$ cat config.mk
export PLATFORM = sky130hd
export DESIGN_NAME = sbf_core
export DESIGN_NICKNAME = d
export VERILOG_FILES = /design/src/core/sbf_pkg.sv /design/src/core/sbf_core.sv
export SDC_FILE = /design/constraint.sdc
export NUM_CORES = 1
export LEC_CHECK = 0
export ABC_AREA = 0
export ABC_CLOCK_PERIOD_IN_PS = 5200
export BUFFER_PORTS_ARGS = -buffer_cell sky130_fd_sc_hd__buf_2
export CELL_PAD_IN_SITES_DETAIL_PLACEMENT = 1
export CELL_PAD_IN_SITES_GLOBAL_PLACEMENT = 1
export CORE_ASPECT_RATIO = 1.4
export CORE_MARGIN = 1.5
export CORE_UTILIZATION = 25
export CTS_CLUSTER_DIAMETER = 40
export DETAILED_ROUTE_END_ITERATION = 10
export PLACE_DENSITY = 0.52
export SKIP_LAST_GASP = 1
export SYNTH_ARGS = -nofsm -noshare
export SYNTH_HDL_FRONTEND = slang
export SYNTH_SLANG_ARGS = --single-unit
$ cat constraint.sdc
create_clock -name pclk -period 5.2 [get_ports pclk]
set_input_delay 0.78 -clock pclk [delete_from_list [all_inputs] [get_ports pclk]]
set_output_delay 0.78 -clock pclk [all_outputs]
set_load 0.05 [all_outputs]
$ cat src/core/sbf_pkg.sv
// Overview of operation
// - prescaler divides bus clock by prescale_select plus one, 1 to 8.
// - divider divides prescaler output by 2 to 256, giving master bit rate.
// - bit_rate_config is readable and writable at any time.
// - status unused bits read zero; status writes change no flag.
// - rx_full_flag sets when a transfer completes.
// - rx_full_flag clears by status read with flag set, then data read.
// - tx_empty_flag sets when buffer byte moves into the shifter.
// - tx_empty_flag clears by status read with flag set, then data write.
// - data write ignored unless status was read with tx_empty_flag one.
// - interrupt request while tx_empty_flag and tx_irq_enable are set.
// - idle port moves written byte at once; tx_empty_flag back within two cycles.
// - after a byte finishes, a queued byte moves to shifter automatically.
// - with no queued byte, tx_empty_flag stays set and nothing moves.
// - mode_fault_flag sets on select falling edge in master, fault enabled, output off.
// - mode_fault_flag clears by status read with flag set, then control one write.
// - interrupt request while rx_full or mode_fault set and rx_fault enable set.
// - clearing system_enable aborts, empties buffers, clears rx_full, sets tx_empty.
// - transfer ending with unread receive data discards the new byte silently.
package sbf_pkg;

    // ****************************************
    // register map
    // ****************************************
    localparam int ADDR_W = 8;
    localparam logic [7:0] ADDR_CTRL1 = 8'h00;
    localparam logic [7:0] ADDR_CTRL2 = 8'h04;
    localparam logic [7:0] ADDR_BAUD = 8'h08;
    localparam logic [7:0] ADDR_STATUS = 8'h0C;
    localparam logic [7:0] ADDR_DATA = 8'h10;

    // ****************************************
    // fields and reset values
    // ****************************************
    localparam int STS_RXF_BIT = 7;
    localparam int STS_TXE_BIT = 5;
    localparam int STS_MODE_FAULT_FLAG_BIT = 4;
    localparam int BAUD_PRE_LSB = 4;
    localparam int BAUD_DIV_LSB = 0;
    localparam int CTRL2_FEN_BIT = 4;
    localparam logic [7:0] BAUD_MASK = 8'h77;
    localparam logic [7:0] CTRL2_MASK = 8'h1B;
    localparam logic [7:0] CTRL1_RST = 8'h00;
    localparam logic [7:0] CTRL2_RST = 8'h00;
    localparam logic [7:0] BAUD_RST = 8'h00;
    localparam logic [7:0] DATA_RST = 8'h00;

    typedef struct packed {
        logic rx_fault_irq_enable;
        logic system_enable;
        logic tx_irq_enable;
        logic master_select;
        logic clk_polarity;
        logic clk_phase;
        logic select_output_enable;
        logic lsb_first;
    } sbf_ctrl1_t;

    typedef struct packed {
        logic rx_full_flag;
        logic tx_empty_flag;
        logic mode_fault_flag;
    } sbf_flags_t;

    localparam sbf_flags_t FLAGS_RST = '{rx_full_flag: 1'b0, tx_empty_flag: 1'b1,
                                         mode_fault_flag: 1'b0};

endpackage

$ cat src/core/sbf_core.sv
`timescale 1ns/1ps
module sbf_core (
    input wire logic pclk,                  // bus clock, 20 MHz
    input wire logic presetn,               // async reset, active low
    input wire logic psel,                  // apb select
    input wire logic penable,               // apb enable
    input wire logic pwrite,                // apb direction
    input wire logic [7:0] paddr,           // apb byte address
    input wire logic [31:0] pwdata,         // apb write data
    output logic [31:0] prdata,             // apb read data
    output logic pready,                    // apb ready
    output logic pslverr,                   // apb error, unmapped address
    input wire logic ss_in_n,               // slave select pin level, active low
    input wire logic xfer_done,             // shifter finished a byte, pulse
    input wire logic [7:0] rx_shift_byte,   // byte received by the shifter
    output logic shift_load,                // byte handed to shifter, pulse
    output logic [7:0] shift_data,          // byte for the shifter
    output logic baud_tick,                 // master bit rate enable, pulse
    output logic irq                        // interrupt request, level
);

    // ****************************************
    // registers
    // ****************************************
    sbf_pkg::sbf_ctrl1_t ctrl1_r;
    sbf_pkg::sbf_flags_t flags_r;
    logic [7:0] ctrl2_r;
    logic [7:0] baud_r;
    logic [7:0] tx_buf_r;
    logic [7:0] rx_buf_r;
    logic shift_busy_r;
    logic tx_arm_r;
    logic rx_arm_r;
    logic mode_fault_flag_arm_r;
    logic ss_prev_r;
    logic [2:0] pre_cnt_r;
    logic [7:0] div_cnt_r;
    logic [31:0] prdata_r;
    logic pready_r;
    logic pslverr_r;
    logic shift_load_r;
    logic [7:0] shift_data_r;
    logic baud_tick_r;
    logic irq_r;
    logic [7:0] rd_byte;
    logic rd_hit;

    // ****************************************
    // helpers
    // ****************************************
    function automatic logic [7:0] div_limit(input logic [2:0] sel);
        logic [8:0] v;
        v = (9'h002 << sel) - 9'h001;
        return v[7:0];
    endfunction

    function automatic logic hit(input logic [7:0] a, input logic [7:0] r);
        return a == r;
    endfunction

    // ****************************************
    // apb decode
    // ****************************************
    logic setup;
    logic access;
    logic wr_ctrl1;
    logic wr_ctrl2;
    logic wr_baud;
    logic wr_data;
    logic rd_status;
    logic rd_data;
    logic sys_en;
    logic data_ok;
    logic move_tx;
    logic fault_edge;
    logic pre_tick;
    logic [2:0] pre_sel;
    logic [2:0] div_sel;

    assign setup = psel & ~penable;
    assign access = psel & penable & pready_r;
    assign wr_ctrl1 = access & pwrite & hit(paddr, sbf_pkg::ADDR_CTRL1);
    assign wr_ctrl2 = access & pwrite & hit(paddr, sbf_pkg::ADDR_CTRL2);
    assign wr_baud = access & pwrite & hit(paddr, sbf_pkg::ADDR_BAUD);
    assign wr_data = access & pwrite & hit(paddr, sbf_pkg::ADDR_DATA);
    assign rd_status = access & ~pwrite & hit(paddr, sbf_pkg::ADDR_STATUS);
    assign rd_data = access & ~pwrite & hit(paddr, sbf_pkg::ADDR_DATA);
    assign sys_en = ctrl1_r.system_enable;
    // write accepted only after an armed status read
    assign data_ok = wr_data & tx_arm_r & flags_r.tx_empty_flag & sys_en;
    // buffer holds a byte and shifter is free
    assign move_tx = sys_en & ~flags_r.tx_empty_flag & ~shift_busy_r;
    assign fault_edge = sys_en & ctrl1_r.master_select & ctrl2_r[sbf_pkg::CTRL2_FEN_BIT]
                        & ~ctrl1_r.select_output_enable & ss_prev_r & ~ss_in_n;
    assign pre_sel = baud_r[sbf_pkg::BAUD_PRE_LSB +: 3];
    assign div_sel = baud_r[sbf_pkg::BAUD_DIV_LSB +: 3];

    always_comb begin
        rd_byte = 8'h00;
        rd_hit = 1'b1;
        case (paddr)
            sbf_pkg::ADDR_CTRL1: rd_byte = ctrl1_r;
            sbf_pkg::ADDR_CTRL2: rd_byte = ctrl2_r;
            sbf_pkg::ADDR_BAUD: rd_byte = baud_r;
            sbf_pkg::ADDR_STATUS: begin
                // unused bits stay zero
                rd_byte[sbf_pkg::STS_RXF_BIT] = flags_r.rx_full_flag;
                rd_byte[sbf_pkg::STS_TXE_BIT] = flags_r.tx_empty_flag;
                rd_byte[sbf_pkg::STS_MODE_FAULT_FLAG_BIT] = flags_r.mode_fault_flag;
            end
            sbf_pkg::ADDR_DATA: rd_byte = rx_buf_r;
            default: rd_hit = 1'b0;
        endcase
    end

    // ****************************************
    // apb response, one wait-free access phase
    // ****************************************
    always_ff @(posedge pclk or negedge presetn) begin
        if (!presetn) begin
            pready_r <= 1'b0;
            pslverr_r <= 1'b0;
            prdata_r <= 32'h00000000;
        end else begin
            pready_r <= setup;
            if (setup) begin
                pslverr_r <= ~rd_hit;
                prdata_r <= pwrite ? 32'h00000000 : {24'h000000, rd_byte};
            end
        end
    end

    // ****************************************
    // software registers
    // ****************************************
    always_ff @(posedge pclk or negedge presetn) begin
        if (!presetn) begin
            ctrl1_r <= sbf_pkg::CTRL1_RST;
            ctrl2_r <= sbf_pkg::CTRL2_RST;
            baud_r <= sbf_pkg::BAUD_RST;
        end else begin
            if (wr_ctrl1) begin
                ctrl1_r <= pwdata[7:0];
            end
            if (wr_ctrl2) begin
                ctrl2_r <= pwdata[7:0] & sbf_pkg::CTRL2_MASK;
            end
            // no dependency on transfer state
            if (wr_baud) begin
                baud_r <= pwdata[7:0] & sbf_pkg::BAUD_MASK;
            end
        end
    end

    // ****************************************
    // bit rate generator
    // ****************************************
    assign pre_tick = pre_cnt_r == pre_sel;

    always_ff @(posedge pclk or negedge presetn) begin
        if (!presetn) begin
            pre_cnt_r <= 3'h0;
            div_cnt_r <= 8'h00;
            baud_tick_r <= 1'b0;
        end else if (!sys_en || !ctrl1_r.master_select) begin
            pre_cnt_r <= 3'h0;
            div_cnt_r <= 8'h00;
            baud_tick_r <= 1'b0;
        end else begin
            baud_tick_r <= 1'b0;
            if (pre_tick) begin
                pre_cnt_r <= 3'h0;
                if (div_cnt_r >= div_limit(div_sel)) begin
                    div_cnt_r <= 8'h00;
                    baud_tick_r <= 1'b1;
                end else begin
                    div_cnt_r <= div_cnt_r + 8'h01;
                end
            end else begin
                pre_cnt_r <= pre_cnt_r + 3'h1;
            end
        end
    end

    // ****************************************
    // transmit path
    // ****************************************
    always_ff @(posedge pclk or negedge presetn) begin
        if (!presetn) begin
            flags_r.tx_empty_flag <= sbf_pkg::FLAGS_RST.tx_empty_flag;
            tx_arm_r <= 1'b0;
            tx_buf_r <= sbf_pkg::DATA_RST;
            shift_busy_r <= 1'b0;
            shift_load_r <= 1'b0;
            shift_data_r <= sbf_pkg::DATA_RST;
        end else if (!sys_en) begin
            flags_r.tx_empty_flag <= 1'b1;
            tx_arm_r <= 1'b0;
            shift_busy_r <= 1'b0;
            shift_load_r <= 1'b0;
        end else begin
            shift_load_r <= 1'b0;
            if (rd_status && prdata_r[sbf_pkg::STS_TXE_BIT]) begin
                tx_arm_r <= 1'b1;
            end
            if (data_ok) begin
                tx_buf_r <= pwdata[7:0];
                flags_r.tx_empty_flag <= 1'b0;
                tx_arm_r <= 1'b0;
            end else if (move_tx) begin
                shift_data_r <= tx_buf_r;
                shift_load_r <= 1'b1;
                shift_busy_r <= 1'b1;
                flags_r.tx_empty_flag <= 1'b1;
            end
            if (xfer_done && !move_tx) begin
                shift_busy_r <= 1'b0;
            end
        end
    end

    // ****************************************
    // receive path
    // ****************************************
    always_ff @(posedge pclk or negedge presetn) begin
        if (!presetn) begin
            flags_r.rx_full_flag <= sbf_pkg::FLAGS_RST.rx_full_flag;
            rx_arm_r <= 1'b0;
            rx_buf_r <= sbf_pkg::DATA_RST;
        end else if (!sys_en) begin
            flags_r.rx_full_flag <= 1'b0;
            rx_arm_r <= 1'b0;
        end else begin
            if (rd_status && prdata_r[sbf_pkg::STS_RXF_BIT]) begin
                rx_arm_r <= 1'b1;
            end
            if (rd_data && rx_arm_r) begin
                flags_r.rx_full_flag <= 1'b0;
                rx_arm_r <= 1'b0;
            end
            // set wins; a full buffer keeps its byte
            if (xfer_done && (!flags_r.rx_full_flag || (rd_data && rx_arm_r))) begin
                rx_buf_r <= rx_shift_byte;
                flags_r.rx_full_flag <= 1'b1;
            end
        end
    end

    // ****************************************
    // mode fault
    // ****************************************
    always_ff @(posedge pclk or negedge presetn) begin
        if (!presetn) begin
            flags_r.mode_fault_flag <= sbf_pkg::FLAGS_RST.mode_fault_flag;
            mode_fault_flag_arm_r <= 1'b0;
            ss_prev_r <= 1'b1;
        end else begin
            ss_prev_r <= ss_in_n;
            if (rd_status && prdata_r[sbf_pkg::STS_MODE_FAULT_FLAG_BIT]) begin
                mode_fault_flag_arm_r <= 1'b1;
            end
            if (wr_ctrl1 && mode_fault_flag_arm_r) begin
                flags_r.mode_fault_flag <= 1'b0;
                mode_fault_flag_arm_r <= 1'b0;
            end
            if (fault_edge) begin
                flags_r.mode_fault_flag <= 1'b1;
            end
        end
    end

    // ****************************************
    // interrupt request
    // ****************************************
    always_ff @(posedge pclk or negedge presetn) begin
        if (!presetn) begin
            irq_r <= 1'b0;
        end else begin
            irq_r <= (flags_r.tx_empty_flag & ctrl1_r.tx_irq_enable)
                     | ((flags_r.rx_full_flag | flags_r.mode_fault_flag)
                        & ctrl1_r.rx_fault_irq_enable);
        end
    end

    assign prdata = prdata_r;
    assign pready = pready_r;
    assign pslverr = pslverr_r;
    assign shift_load = shift_load_r;
    assign shift_data = shift_data_r;
    assign baud_tick = baud_tick_r;
    assign irq = irq_r;

    // ****************************************
    // assertions
    // ****************************************
    a_load_sets_empty: assert property (@(posedge pclk) disable iff (!presetn)
        shift_load_r |-> flags_r.tx_empty_flag && shift_busy_r)
        else $error("shifter load without tx empty flag");

    a_unarmed_write: assert property (@(posedge pclk) disable iff (!presetn)
        (wr_data && !tx_arm_r && flags_r.tx_empty_flag) |=> flags_r.tx_empty_flag)
        else $error("unarmed data write was accepted");

    a_idle_refill: assert property (@(posedge pclk) disable iff (!presetn)
        (data_ok && !shift_busy_r && !xfer_done) |=> !flags_r.tx_empty_flag ##1
        (flags_r.tx_empty_flag && shift_load_r))
        else $error("idle byte not moved within two cycles");

    a_rx_set: assert property (@(posedge pclk) disable iff (!presetn)
        (xfer_done && sys_en && !flags_r.rx_full_flag) |=>
        flags_r.rx_full_flag && rx_buf_r == $past(rx_shift_byte))
        else $error("rx full flag not set on transfer end");

    a_rx_overrun: assert property (@(posedge pclk) disable iff (!presetn)
        (xfer_done && sys_en && flags_r.rx_full_flag && !rd_data) |=> $stable(rx_buf_r))
        else $error("unread receive byte overwritten");

    a_rx_clear: assert property (@(posedge pclk) disable iff (!presetn)
        (rd_data && rx_arm_r && !xfer_done) |=> !flags_r.rx_full_flag)
        else $error("rx full flag not cleared");

    a_mode_fault_flag_set: assert property (@(posedge pclk) disable iff (!presetn)
        $rose(flags_r.mode_fault_flag) |-> $past(fault_edge))
        else $error("mode fault without a fault edge");

    a_mode_fault_flag_clear: assert property (@(posedge pclk) disable iff (!presetn)
        (wr_ctrl1 && mode_fault_flag_arm_r && !fault_edge) |=> !flags_r.mode_fault_flag)
        else $error("mode fault flag not cleared");

    a_disable_flags: assert property (@(posedge pclk) disable iff (!presetn)
        !sys_en |=> flags_r.tx_empty_flag && !flags_r.rx_full_flag && !shift_busy_r)
        else $error("disable did not reset buffers");

    a_irq_cause: assert property (@(posedge pclk) disable iff (!presetn)
        irq_r |-> $past(flags_r.tx_empty_flag && ctrl1_r.tx_irq_enable)
        || $past((flags_r.rx_full_flag || flags_r.mode_fault_flag)
        && ctrl1_r.rx_fault_irq_enable))
        else $error("interrupt without a cause");

    a_baud_gap: assert property (@(posedge pclk) disable iff (!presetn)
        (baud_tick_r && !wr_baud && !wr_ctrl1) |=> !baud_tick_r)
        else $error("bit rate ticks back to back");

endmodule

After elaboration in Yosys (flattened, before gate mapping)
Cells that the tools add are included.
{ "word_totals": {"word_cells": 136, "ff_bits": 98, "input_bits": 55} }
{ "op_classes": {"n_mux": 36, "n_eq_ne": 11, "bitwise_logic": 33, "n_addsub": 3, "reduce_logical": 22, "magnitude_cmp": 1, "shifts": 1} }
{ "op_table": {"columns": ["op", "count"], "rows": [
  ["8-bit two-way mux", 4],
  ["1-bit two-way mux", 26],
  ["1-bit bitwise AND", 23],
  ["8-bit by 4-bit equality test with 1-bit output (second input constant)", 2],
  ["4-bit case mux with 4 select lines", 1],
  ["3-bit by 1-bit inequality test with 1-bit output (second input constant)", 5],
  ["2-bit case mux with 5 select lines", 1],
  ["8-bit by 1-bit adder with 8-bit output (second input constant)", 1],
  ["8-bit by 3-bit equality test with 1-bit output (second input constant)", 1],
  ["8-bit by 5-bit equality test with 1-bit output (second input constant)", 1],
  ["8-bit greater-or-equal comparator", 1],
  ["8-bit zero test", 1],
  ["1-bit NOT", 8],
  ["2-bit by 3-bit left shift with 8-bit output (first input constant)", 1],
  ["8-bit by 1-bit subtractor with 8-bit output (second input constant)", 1],
  ["1-bit logical AND", 7],
  ["3-bit two-way mux", 2],
  ["1-bit case mux with 3 select lines", 2],
  ["2-bit AND reduction", 3],
  ["2-bit nonzero test", 3],
  ["5-bit OR reduction", 1],
  ["1-bit zero test", 4],
  ["3-bit by 1-bit adder with 3-bit output (second input constant)", 1],
  ["3-bit equality test", 1],
  ["4 further kinds", 6]
]} }

Longest topological paths before layout
Gate-level depths: netlist of run 1.
{ "logic_depth": {"ltp_word": 10, "ltp_mapped": 8, "mapped_depth_nobuf": 7} }

Worst setup path after synthesis of run 1
Ideal clock, no wire load.
{ "synth_timing": {"path_kind": "input -> register", "from": "input paddr[1]", "to": "register ctrl1_r[0] (netlist bit)", "setup_ns": 0.125, "stages": 5, "arrival_time_ns": 2.419, "path_buffers": 1, "path_slack_ns": 2.656, "path_cell_list": "or4_4 > nand4bb_4 > or4_1 > buf_6 > mux2_4"} }
{ "synth_between": {"elab_chain_cells": 2} }
{ "synth_lines": {"columns": ["item", "line_no", "source"], "rows": [
  ["start, declared", "sbf_core.sv:8", "input wire logic [7:0] paddr,"],
  ["8-bit zero test", "sbf_core.sv:58", "return a == r;"],
  ["1-bit bitwise AND", "sbf_core.sv:82", "assign wr_ctrl1 = access & pwrite & hit(paddr, sbf_pkg::ADDR_CTRL1);"],
  ["end signal, assigned", "sbf_core.sv:138", "ctrl1_r <= sbf_pkg::CTRL1_RST;"],
  ["end signal, assigned", "sbf_core.sv:143", "ctrl1_r <= pwdata[7:0];"],
  ["end, declared", "sbf_core.sv:25", "sbf_pkg::sbf_ctrl1_t ctrl1_r;"]
]} }
No other way between the ends.
A chain may end at the register's enable or synchronous reset.

Worst setup path after layout of run 1
{ "layout_timing": {"from": "input paddr[1]", "to": "register ctrl1_r[2] (netlist bit)"} }
Same word-level chain as after synthesis.

==> results of run 1 <==
## cell usage after synthesis, types with 5 or more instances
cell / n / share of area, %
nand2_1: 24 / 2.4
nor3_1: 6 / 0.81
inv_1: 5 / 0.51
o31ai_1: 6 / 1.2
mux2_4: 10 / 4.0
clkbuf_1: 8 / 0.81
buf_4: 24 / 4.9
mux2_2: 33 / 10
nand3_1: 8 / 1.1
dfrtp_1: 72 / 49
o21ai_0: 17 / 2.3
mux2i_1: 7 / 1.9
nor2_1: 18 / 1.8
ha_1: 9 / 3.0
a21oi_1: 15 / 2.0
## final cells by class
class	count	area share (%)
flip-flops and latches	74	42.6
clock buffers	13	5.75
well taps	189	5.44
repair buffers	52	6.10
inverters	5	0.431
clock inverters	3	0.920
multi-input cells	232	38.7
## worst paths after layout
check                      cells after the start            to
setup / recovery                               5    ctrl1_r[2]
hold / removal                                 2       pslverr
setup reg to reg                               7  div_cnt_r[3]
hold reg to reg                                2       pslverr
max in group asynchronous                      1     baud_r[5]
min in group asynchronous                      1     prdata[5]
## worst reg2reg max path, stage by stage, from the launching register on
cell      delay, ns
dfrtp_1        0.48
nand3_1        0.12
ha_1           0.30
a21oi_1        0.23
o211ai_1       0.18
a21oi_1        0.45
o21ai_0        0.40
o31ai_1        0.32
## layer usage
layer  global-route usage, %  vias to the layer above  wire length, um
met5                       0                        -                0
met4                    5.07                        0              163
met2                    21.8                       61             4760
li1                        -                     1213                -
met1                    15.2                     1300             3930
met3                    2.26                       11              292
## power groups by stage
stage,combinational [mW],sequential [mW],clock (mW)
after global placement,0.0951,0.593,0
after global routing,0.103,0.584,0.660
after CTS,0.0958,0.583,0.638
final,0.0940,0.583,0.617
after detailed placement,0.0958,0.594,0
after floorplan,0.0708,0.598,0
## flip-flops by register name (all words and copies together) (netlist names), 3 cells and up
register and count:
tx_buf_r 8, div_cnt_r 8, pre_cnt_r 3, shift_data 8
ctrl2_r 4, flags_r 3, prdata 8, rx_buf_r 8
ctrl1_r 7, baud_r 6
## cell families after synthesis
| family | after synthesis |
|---|---|
| and+or+nand+nor | 84 |
| DFF | 74 |
| AOI/OAI and AO/OA | 59 |
| muxes | 51 |
| buffers and inverters | 41 |
| adders and majority gates | 10 |
| xor gates and xnor gates | 4 |
| other | 1 |
## placed cells by master, fill, tap and decap left out, types with 10 or more instances in the layout
master	Yosys	final
dfrtp_1	72	72
buf_2	1	50
mux2_2	33	33
nand2_1	24	24
conb_1	1	24
nor2_1	18	18
o21ai_0	17	17
a21oi_1	15	15
mux2_4	10	10
## metrics by stage
step	hold WS, ns	utilization (%)	instances
3_3_place_gp	0.478	28.0	552
6_report	0.488	30.0	568
2_1_floorplan	0.450	-	347
5_1_grt	0.511	30.0	568
3_5_place_dp	0.483	28.0	552
4_1_cts	0.495	30.0	568
==> impl_summary.md, run 1 <==
Clock network
The number of buffers added for setup after CTS is 0. The H-tree was split into 3 levels. The clock transition at the registers of the reported paths is approximately 0.06 ns. The maximum root-to-sink buffer count is 2. The insertion delay of the later-clocked pin in the worst-skew pair is around 0.33 ns. The number of CTS-inserted buffers is 9. The hold buffer count at cts is 0.

Gates resized during post-CTS repair numbered 0. The number of sinks driven by the clock tree is between 70 and 80. The clock tree root buffer cell is clkbuf_16. TritonCTS built the clock tree.

Route
For this run, the detailed router's first-pass iteration total came to 4. The average via count per standard cell is 4.55. For this run, design rule violations remaining after detail routing come to 0. The remaining number of nets flagged by the antenna check after routing is 0. In this run, the number of DRC markers left after iteration 0 of detailed routing was 78. In the final routed layout, each cell accounts on average for between 15 and 20 um.

Summing over every cut layer, the via total after detailed routing is between 2k and 3k. The post-detailed-routing wire length is slightly above 9 mm.

Synthesis
Multiplexer cells account for 16.5% of the synthesized area. The number of distinct standard cells referenced by the synthesized netlist is between 50 and 60. After synthesis, the largest family of logic cells by area is multiplexers.

The mapped netlist covers 3710 sq um. The synthesized netlist devotes 9.94% of its cell area to compound gates. Summing the areas of all xor and xnor instances in the mapped netlist gives less than 1% of the synthesized area.

The fraction of the yosys area taken by sequential cells is 49.9%. The number of synthesis warnings is 0. The number of standard cells after synthesis is between 300 and 400. The share of synthesized flip-flops with an asynchronous set or reset is 100%. In this run the mean area of a mapped cell was around 11 sq um. The share of synthesized cell area in and, or, nand and nor gates is about 12%. The adder-cell area share of the yosys netlist is roughly 3.3%.

The post-synthesis sequential element count is 74. The most used flip-flop cell after synthesis is dfrtp_1. The count of flip-flops with a built-in enable after synthesis is 0.

Floorplanning
In this run the count of I/O pins placed on the die edge is 100. The floorplan die area is ~16000 sq um. The die is between 100 and 150 um tall.

After floorplanning, the core was sized to cover approximately 15000 sq um. The floorplan step set the die width to 106 um. The starting density of the core is between 20% and 30%. The initialized floorplan defines between 50 and 60 standard-cell rows.

Setup path
The cell with the largest stage delay on the worst path is or4_1. The reg-to-reg critical path startpoint is baud_r[1]. Traced cell by cell, the critical path runs through buf_2, or4_4, nand4bb_4, or4_1, mux2_4. The largest fanout on the critical path is 10. STA classifies the critical path startpoint as a primary input. Setup slack on the worst reg-to-reg path comes out at approximately 2.6 ns.

The data arrival time of the worst path is 2.89 ns. By startpoint and endpoint, the worst setup path is classified as in2reg. Among cell families on the critical path, the largest total delay comes from simple AND/OR/NAND/NOR gates.

STA classifies the critical path endpoint as a flip-flop. The biggest cell delay along the critical path is between 0.7 and 0.8 ns. The required arrival time at the worst endpoint is between 5 and 6 ns. The total buffers and inverters traversed by the critical path is 1. The critical path launch point is paddr[1].

STA
For this run, the top clock speed supported by timing is 374 MHz. The final hold violation count is 0. After routing, the total negative slack on setup checks comes to 0 ns. Setup repair after global routing left no endpoint under its margin.

The max-slew violation count is 0. The clock period could shrink to roughly 2.7 ns. Measured against its own limit, the worst slew margin works out to approximately a third.

Across the routed clock network, the largest skew measured is approximately 0.0067 ns. For the pin with the worst max-slew slack, the measured transition is roughly 0.98 ns. Of the available clock period, the critical path in the final layout requires between 50% and 60%. Setup violations remaining at the end of the flow were counted as 0. In the post-route analysis, the smallest setup slack over all paths is approximately 2.5 ns.

Worst hold path
The min-delay analysis places its worst path in the category reg2reg. The launch instance of the worst min-delay path is pslverr.

Place
Summing all placed instances gives a cell area of approximately 4100 sq um. The number of I/O port buffers is 51. The congestion estimate from routability-driven global placement came to approximately 0.75. The worst setup slack before clock tree synthesis is around 2.2 ns. Summed over all nets, the half-perimeter wirelength after detailed placement is roughly 6.8 mm.

Power and ir drop
The worst-case IR drop observed on VDD is ~0.00014 V. Per report_power, the clock group accounts for ~48% of the total. Total power for the finished layout comes to 1.29 mW.

The power per unit of standard cell area is roughly 300 nW/um^2. The analysis attributes to net switching a power of roughly 310 uW. Per report_power, the sequential group accounts for a little under half of the total.

Cell internal power was estimated by the tool at ~980 uW. Combinational logic burns under 10% of the power. The static leakage power is 2.15 nW. Of the total power, the share spent switching nets is between 20 and 25%.

Job
The max-capacitance violation count is 0.

Global route
The largest net degree at the start of global routing is between 70 and 80. The wire length of the first global-routing pass is roughly 15 mm. Global routing finished with a remaining overflow of 0.

Global routing used approximately an eighth of the available tracks. The number of antenna violations at the first check in global routing came to 0. The number of global-route vias before repair is roughly 2.7k.

Cells and area
The layout has ~1.6k filler cells. The number of antenna diodes in the final layout is 0. The final design area excluding fillers is about 4400 sq um. The sequential cells in the finished layout cover a total of 1850 sq um. Cells with a size suffix above 1 make up slightly above 30% of the layout. From synthesis to final layout, the design area changed by 17.1%. The multi-input logic area is 1690 sq um. The number of nets in the finished design is 438.

Outcome
The run finished with clean final reports.
(Power assumes the default switching activity.)
==> run 2: changes to the inputs <==
--- a/config.mk
+++ b/config.mk
@@ -6,7 +6,7 @@
 export NUM_CORES = 1
 export LEC_CHECK = 0
 export ABC_AREA = 0
-export ABC_CLOCK_PERIOD_IN_PS = 5200
+export ABC_CLOCK_PERIOD_IN_PS = 2300
 export BUFFER_PORTS_ARGS = -buffer_cell sky130_fd_sc_hd__buf_2
 export CELL_PAD_IN_SITES_DETAIL_PLACEMENT = 1
 export CELL_PAD_IN_SITES_GLOBAL_PLACEMENT = 1
@@ -15,7 +15,7 @@
 export CORE_UTILIZATION = 25
 export CTS_CLUSTER_DIAMETER = 40
 export DETAILED_ROUTE_END_ITERATION = 10
-export PLACE_DENSITY = 0.52
+export PLACE_DENSITY = 0.54
 export SKIP_LAST_GASP = 1
 export SYNTH_ARGS = -nofsm -noshare
 export SYNTH_HDL_FRONTEND = slang
==> constraint.sdc (replaced) <==
create_clock -name pclk -period 2.3 [get_ports pclk]
set_input_delay 0.345 -clock pclk [delete_from_list [all_inputs] [get_ports pclk]]
set_output_delay 0.345 -clock pclk [all_outputs]
set_load 0.05 [all_outputs]
==> run 2 against run 1 <==
Critical path depth rose by 1. Die area did not move. Core utilization rose by 1.6 points. Register-to-register slack got worse by 2.3 ns. Setup slack got worse by 2.3 ns. Flip-flop and latch count did not move. Routed wire length rose by 1.9%. Hold slack got worse by 0.48 ns. Global-route usage rose by 0.45 points. Final cell count rose by 3.2%. Final area rose by 5.2%.
==> impl_summary.md, run 2 (same netlist as run 1, synthesis figures left out) <==
Clock network
The clock tree root buffer cell is clkbuf_16. The hold buffer count at cts is 0 (unchanged). The number of sinks driven by the clock tree was 74 (unchanged). The number of buffers added for setup after CTS is 0 (unchanged). The insertion delay of the later-clocked pin in the worst-skew pair was 0.34 ns (about the same).

The maximum root-to-sink buffer count was 2 (unchanged). The number of CTS-inserted buffers is 9 (unchanged). The clock transition at the registers of the reported paths is 0.06 ns (about the same). The number of H-tree levels came to 3 (unchanged).

TritonCTS built the clock tree. The post-cts sizing count is 0 (unchanged).

Setup path
The required arrival time at the worst endpoint is 2.52 ns (-2.90 ns). Among all stages on the critical path, the largest delay is contributed by or4_4. The largest fanout on the critical path is 8 (-2). The worst setup path is of the in2reg kind. The total buffers and inverters traversed by the critical path is 2 (+1). The biggest cell delay along the critical path came to 0.53 ns (-0.25 ns). The data arrival time of the worst path is 2.26 ns (-0.63 ns). The signal on the critical path passes through buf_2, or4_4, nand4bb_4, or4_1, buf_4, mux2_4. The kind of capture point of the worst setup path is a flip-flop. The kind of start point of the critical path is a primary input. The kind of cell with the highest combined delay along the critical path is simple AND/OR/NAND/NOR gates.

Cells and area
The final design utilization is 31.6% (+1.6 points). The area added between synthesis and finish is 23.3%. The multi-input logic area was 1690 sq um (+0.22%).

The number of nets in the finished design came to 456 (+4.1%). The number of antenna repair diodes is 0 (unchanged). Leaving out fill and tap cells, the most frequent cells in the layout are 71 x dfrtp_1, 50 x buf_2, 33 x mux2_2, 24 x nand2_1, 24 x conb_1. The final instance count without filler cells was 586 (+3.2%). The filler cell count was 1636 (+1.2%).

The combined flip-flop and latch cell area is 1860 sq um (about the same). The proportion of layout cells with a drive suffix above 1 is 35.0% (+4.4 points). Leaving out fill and tap cells, the most frequent cell in the layout is dfrtp_1.

Floorplanning
The floorplan die area is 15600 sq um (unchanged). The placeable core region was 14500 sq um (unchanged). The chip height is 147 um (unchanged). The row count is 52 (unchanged). The starting density of the core was 25.6% (unchanged). The I/O pin total was 100 (unchanged). The width of the chip is 106 um (unchanged).

Route
The wire length on met3 was 230 um (-21%). The first-iteration detailed-routing DRC count came to 74 (-5.1%). The highest routed metal layer is met4. The average via count per standard cell is 4.58 (+0.64%). The remaining number of nets flagged by the antenna check after routing is 0 (unchanged). The post-detailed-routing wire length is 9.32 mm (+1.9%). The total routed wire length on the met1 layer is 4.03 mm (+2.6%).

The DRC violation count after routing is 0 (unchanged). The met2 routed wirelength is 4.78 mm (+0.48%). The number of optimization iterations in the first detailed-route pass is 4 (unchanged).

The detailed-route via count was 2684 (+3.8%). The average wire per cell in the routed design is 15.9 um (-1.2%).

Global route
The overall track demand over capacity in global routing came to 13.0% (+0.45 points). The number of antenna violations at the first check in global routing is 0 (unchanged). The wire length of the first global-routing pass is 15.5 mm (+3.6%). The number of global-route vias before repair is 2949 (+10%). The aggregate global routing overflow is 0 (unchanged).

The largest net degree at the start of global routing is 75 (unchanged).

Place
The number of I/O port buffers is 51 (unchanged). The final HPWL from detailed placement is 6.95 mm (+2.7%). The worst setup slack before clock tree synthesis is -0.0903 ns (-2.25 ns). The number of placed instances, taps included is 570 (+3.3%). The routability congestion estimate from global placement is 0.786 (+4.4%).

STA
The max-slew violation count is 0 (unchanged). The post-route clock skew is 0.00622 ns (-0.000489 ns). The time the worst path needs with I/O delays and setup is 2.04 ns.

The number of setup violations in the final report is 0 (unchanged). The ratio of final minimum period to clock period is slightly below 90%. The final hold violation count came to 0 (unchanged). The slack of the critical path came to 0.259 ns (-2.27 ns). Based on the critical path, the design can be clocked at up to about 490 MHz. Setup repair after global routing left no endpoint under its margin.

Power and ir drop
The static leakage power was 2.27 nW (+5.9%). The worst supply voltage drop on vdd was 0.000327 V (+130%). The power per unit of standard cell area is 700 nW/um^2 (+140%).

Worst hold path
The path class of the tightest hold or removal check is in2async.

Job
The max-capacitance violation count is 0 (unchanged).

Outcome
The run finished with clean final reports.
[run 2: layout make-up]
cell class / instances / share of cell area (%)
Clock buffer: 11 / 5.52
Clock inverter: 5 / 2.19
Inverter: 5 / 0.410
Multi-Input combinational cell: 232 / 36.9
Sequential cell: 74 / 40.5
Tap cell: 189 / 5.17
Timing Repair Buffer: 70 / 9.29
[run 2: stage by stage]
stage	total power, mW	hold WS [ns]	instance area, sq um	TNS [ns]
after floorplan	1.51	0.0494	3800	0
after global placement	1.57	0.392	4220	-0.941
after detailed placement	1.57	0.403	4220	-0.911
after CTS	3.24	0.0433	4570	0
after global routing	3.32	0.0325	4580	0
final	3.20	0.0102	4580	0
[run 2: final timing paths]
check                               start           end  slack (ns)  cells after the start
worst max-delay path             paddr[1]    ctrl1_r[3]        0.26                      6
worst min-delay path              presetn           irq        0.01                      2
worst max register to register  baud_r[0]  div_cnt_r[3]        0.29                      8
worst min register to register    pslverr       pslverr        0.48                      2
max in group asynchronous         presetn     ss_prev_r        1.93                      2
min in group pclk                 ss_in_n     ss_prev_r        0.12                      1
[run 2: worst reg2reg max path, cell delays in order, from the launching register on]
cell,delay (ns)
dfrtp_1,0.45
nand3_1,0.11
ha_1,0.30
a21oi_1,0.20
o211ai_1,0.19
a21oi_2,0.18
o21ai_0,0.10
buf_4,0.16
o31ai_1,0.23
[run 2: layer usage]
metal  vias to the layer above  GRT usage (%)
li1                       1249              -
met1                      1364           15.3
met2                        56           22.4
met3                        15           1.86
met4                         0           7.36
met5                         -              0
[run 2: report_power, final]
group,switching [mW],internal (mW),leakage [nW]
clock,0.548,1.12,0.176
combinational,0.174,0.0479,1.08
sequential,0.00561,1.31,1.02
==> run 3: changes to the inputs <==
--- a/config.mk
+++ b/config.mk
@@ -16,6 +16,7 @@
 export CTS_CLUSTER_DIAMETER = 40
 export DETAILED_ROUTE_END_ITERATION = 10
 export PLACE_DENSITY = 0.54
+export RECOVER_POWER = 25
 export SKIP_LAST_GASP = 1
 export SYNTH_ARGS = -nofsm -noshare
 export SYNTH_HDL_FRONTEND = slang
==> run 3 against run 2 <==
Final cell count unchanged. Sequential share of layout area increased by 0.14 points. Non-clock buffer count unchanged. Global-route usage unchanged. Critical path depth unchanged. Clock skew unchanged. First-iteration DRC count unchanged. Core utilization decreased by 0.11 points. Largest power group unchanged. Total power decreased by 0.11%. Fmax unchanged. Clock power about the same. The flow now finishes with violations (max-capacitance violations, max-slew violations).
==> impl_summary.md, run 3 (same netlist as run 1, synthesis figures left out) <==
Outcome
The run finished, with violations left. The final reports fail on max-capacitance violations, max-slew violations.

Setup path
The required arrival time at the worst endpoint is 2.52 ns (about the same). The worst setup path is launched from a primary input. The data arrival time of the worst path is 2.26 ns (about the same). The largest fanout on the critical path is 8 (unchanged). The type of the setup path with the least slack is in2reg. The reg-to-reg setup timing slack is 0.29 ns (about the same). The kind of capture point of the worst setup path is a flip-flop.

STA
The final hold violation count is 0 (unchanged). Headroom to the max-slew limit came out at -26.7%. The smallest hold slack is 0.113 ns (+0.103 ns). The post-route clock skew is 0.00622 ns (unchanged).

The time the worst path needs with I/O delays and setup came to 2.04 ns (unchanged). Setup repair after global routing left no endpoint under its margin. The number of setup violations in the final report is 0 (unchanged).

The max-slew violation count is 75 (+75). The setup TNS is 0 ns (unchanged). The maximum clock frequency is 490 MHz (unchanged). The ratio of final minimum period to clock period came to 88.8% (unchanged).

At the pin with the least slew margin, the transition time is ~1.9 ns.

Route
The post-detailed-routing wire length is 9.33 mm (about the same). The number of optimization iterations in the first detailed-route pass came to 4 (unchanged). The average via count per standard cell came to 4.58 (unchanged).

The detailed-route via count is 2684 (unchanged). The first-iteration detailed-routing DRC count is 74 (unchanged). The average wire per cell in the routed design is 15.9 um (about the same). The DRC violation count after routing is 0 (unchanged). The remaining number of nets flagged by the antenna check after routing came to 0 (unchanged).

Power and ir drop
The switching share of total power came to 22.7% (about the same). The power per unit of standard cell area is 701 nW/um^2 (+0.24%). The power share of the combinational group was 6.8% (about the same). The clock network power share is 52.0% (about the same).

The worst supply voltage drop on vdd is 0.000327 V (about the same). The static leakage power was 2.26 nW (-0.35%). The power dissipated by switching net loads is 727 uW (about the same). The register share of total power came to 41.2% (about the same).

The internal power is 2.47 mW (-0.13%).

Clock network
The insertion delay of the later-clocked pin in the worst-skew pair came to 0.34 ns (about the same). The number of sinks driven by the clock tree is 74 (unchanged). The post-cts sizing count is 0 (unchanged).

The maximum root-to-sink buffer count is 2 (unchanged). The clock tree root buffer cell is clkbuf_16. TritonCTS built the clock tree. The hold buffer count at cts is 0 (unchanged). The clock transition at the registers of the reported paths is 0.06 ns (about the same). The number of H-tree levels is 3 (unchanged).

The number of CTS-inserted buffers is 9 (unchanged). The number of buffers added for setup after CTS came to 0 (unchanged).

Global route
The largest net degree at the start of global routing is 75 (unchanged). The number of global-route vias before repair is 2949 (unchanged). The aggregate global routing overflow is 0 (unchanged). The overall track demand over capacity in global routing is 13.0% (unchanged). The number of antenna violations at the first check in global routing is 0 (unchanged).

The wire length of the first global-routing pass is 15.5 mm (unchanged).

Floorplanning
The I/O pin total is 100 (unchanged). The placeable core region is 14500 sq um (unchanged). The width of the chip is 106 um (unchanged). The starting density of the core is 25.6% (unchanged). The row count was 52 (unchanged). The chip height came to 147 um (unchanged). The floorplan die area came to 15600 sq um (unchanged).

Cells and area
The proportion of layout cells with a drive suffix above 1 was 34.8% (-0.25 points). The area added between synthesis and finish is 22.8%. The library cells used most frequently in the layout, excluding fill and tap cells, are 71 x dfrtp_1, 49 x buf_2, 33 x mux2_2, 24 x nand2_1, 24 x conb_1. The most frequent standard cell in the layout excluding fill and tap cells is dfrtp_1. The filler cell count was 1639 (+0.18%). The final design utilization is 31.4% (-0.11 points).

The number of antenna repair diodes is 0 (unchanged). The final design area excluding fillers came to 4560 sq um (-0.36%). The multi-input logic area is 1690 sq um (unchanged). The number of nets in the finished design is 456 (unchanged). The combined flip-flop and latch cell area is 1860 sq um (unchanged).

Place
The final HPWL from detailed placement is 6.95 mm (unchanged). The routability congestion estimate from global placement is 0.786 (unchanged). The area of placed instances is 4220 sq um (unchanged). The number of I/O port buffers is 51 (unchanged).

Worst hold path
The worst hold path belongs to the class in2reg.

Job
The max-capacitance violation count is 1 (+1).
[run 3: cell count changes in the layout (fill, tap and decap cells not counted)]
cell and change:
buf_12 -1, clkbuf_2 +1, buf_2 -1, clkbuf_1 +1
[run 3: per-stage QoR]
stage / total power, mW / cells / worst slack, ns
finish: 3.20 / 586 / 0.259
global route: 3.32 / 586 / 0.00487
CTS: 3.24 / 586 / 0.154
detailed placement: 1.57 / 570 / -0.0903
global placement: 1.57 / 570 / -0.0908
floorplan: 1.51 / 347 / 0.191
[run 3: final timing paths]
path,to,start,cells after the start
min in group asynchronous,irq,presetn,2
worst max-delay path,ctrl1_r[3],paddr[1],6
max in group asynchronous,baud_r[1],presetn,2
worst min-delay path,ss_prev_r,ss_in_n,1
worst min register to register,pslverr,pslverr,2
worst max register to register,div_cnt_r[3],baud_r[0],8
[run 3: routing by layer]
metal  track usage [%]  wire (um)  vias up
met3              1.86        230       15
met4              7.36        274        0
met1              15.3       4040     1364
met5                 0          0        -
li1                  -          -     1249
met2              22.4       4780       56
[run 3: layout make-up]
type	count	area share [%]
Sequential cell	74	40.7
Multi-Input combinational cell	232	37.0
Timing Repair Buffer	70	8.97
Clock buffer	11	5.54
Tap cell	189	5.18
Clock inverter	5	2.19
Inverter	5	0.411
[run 3: power groups by stage]
stage,Sequential [mW],Clock [mW],Combinational [mW]
CTS,1.32,1.70,0.226
floorplan,1.35,0,0.160
global route,1.32,1.77,0.236
detailed placement,1.34,0,0.226
finish,1.32,1.66,0.218
global placement,1.34,0,0.224
[run 3: critical path, cell delays in order]
cell and delay [ns]:
buf_2 0.10, or4_4 0.53, nand4bb_4 0.28, or4_1 0.47, buf_4 0.22, mux2_4 0.30
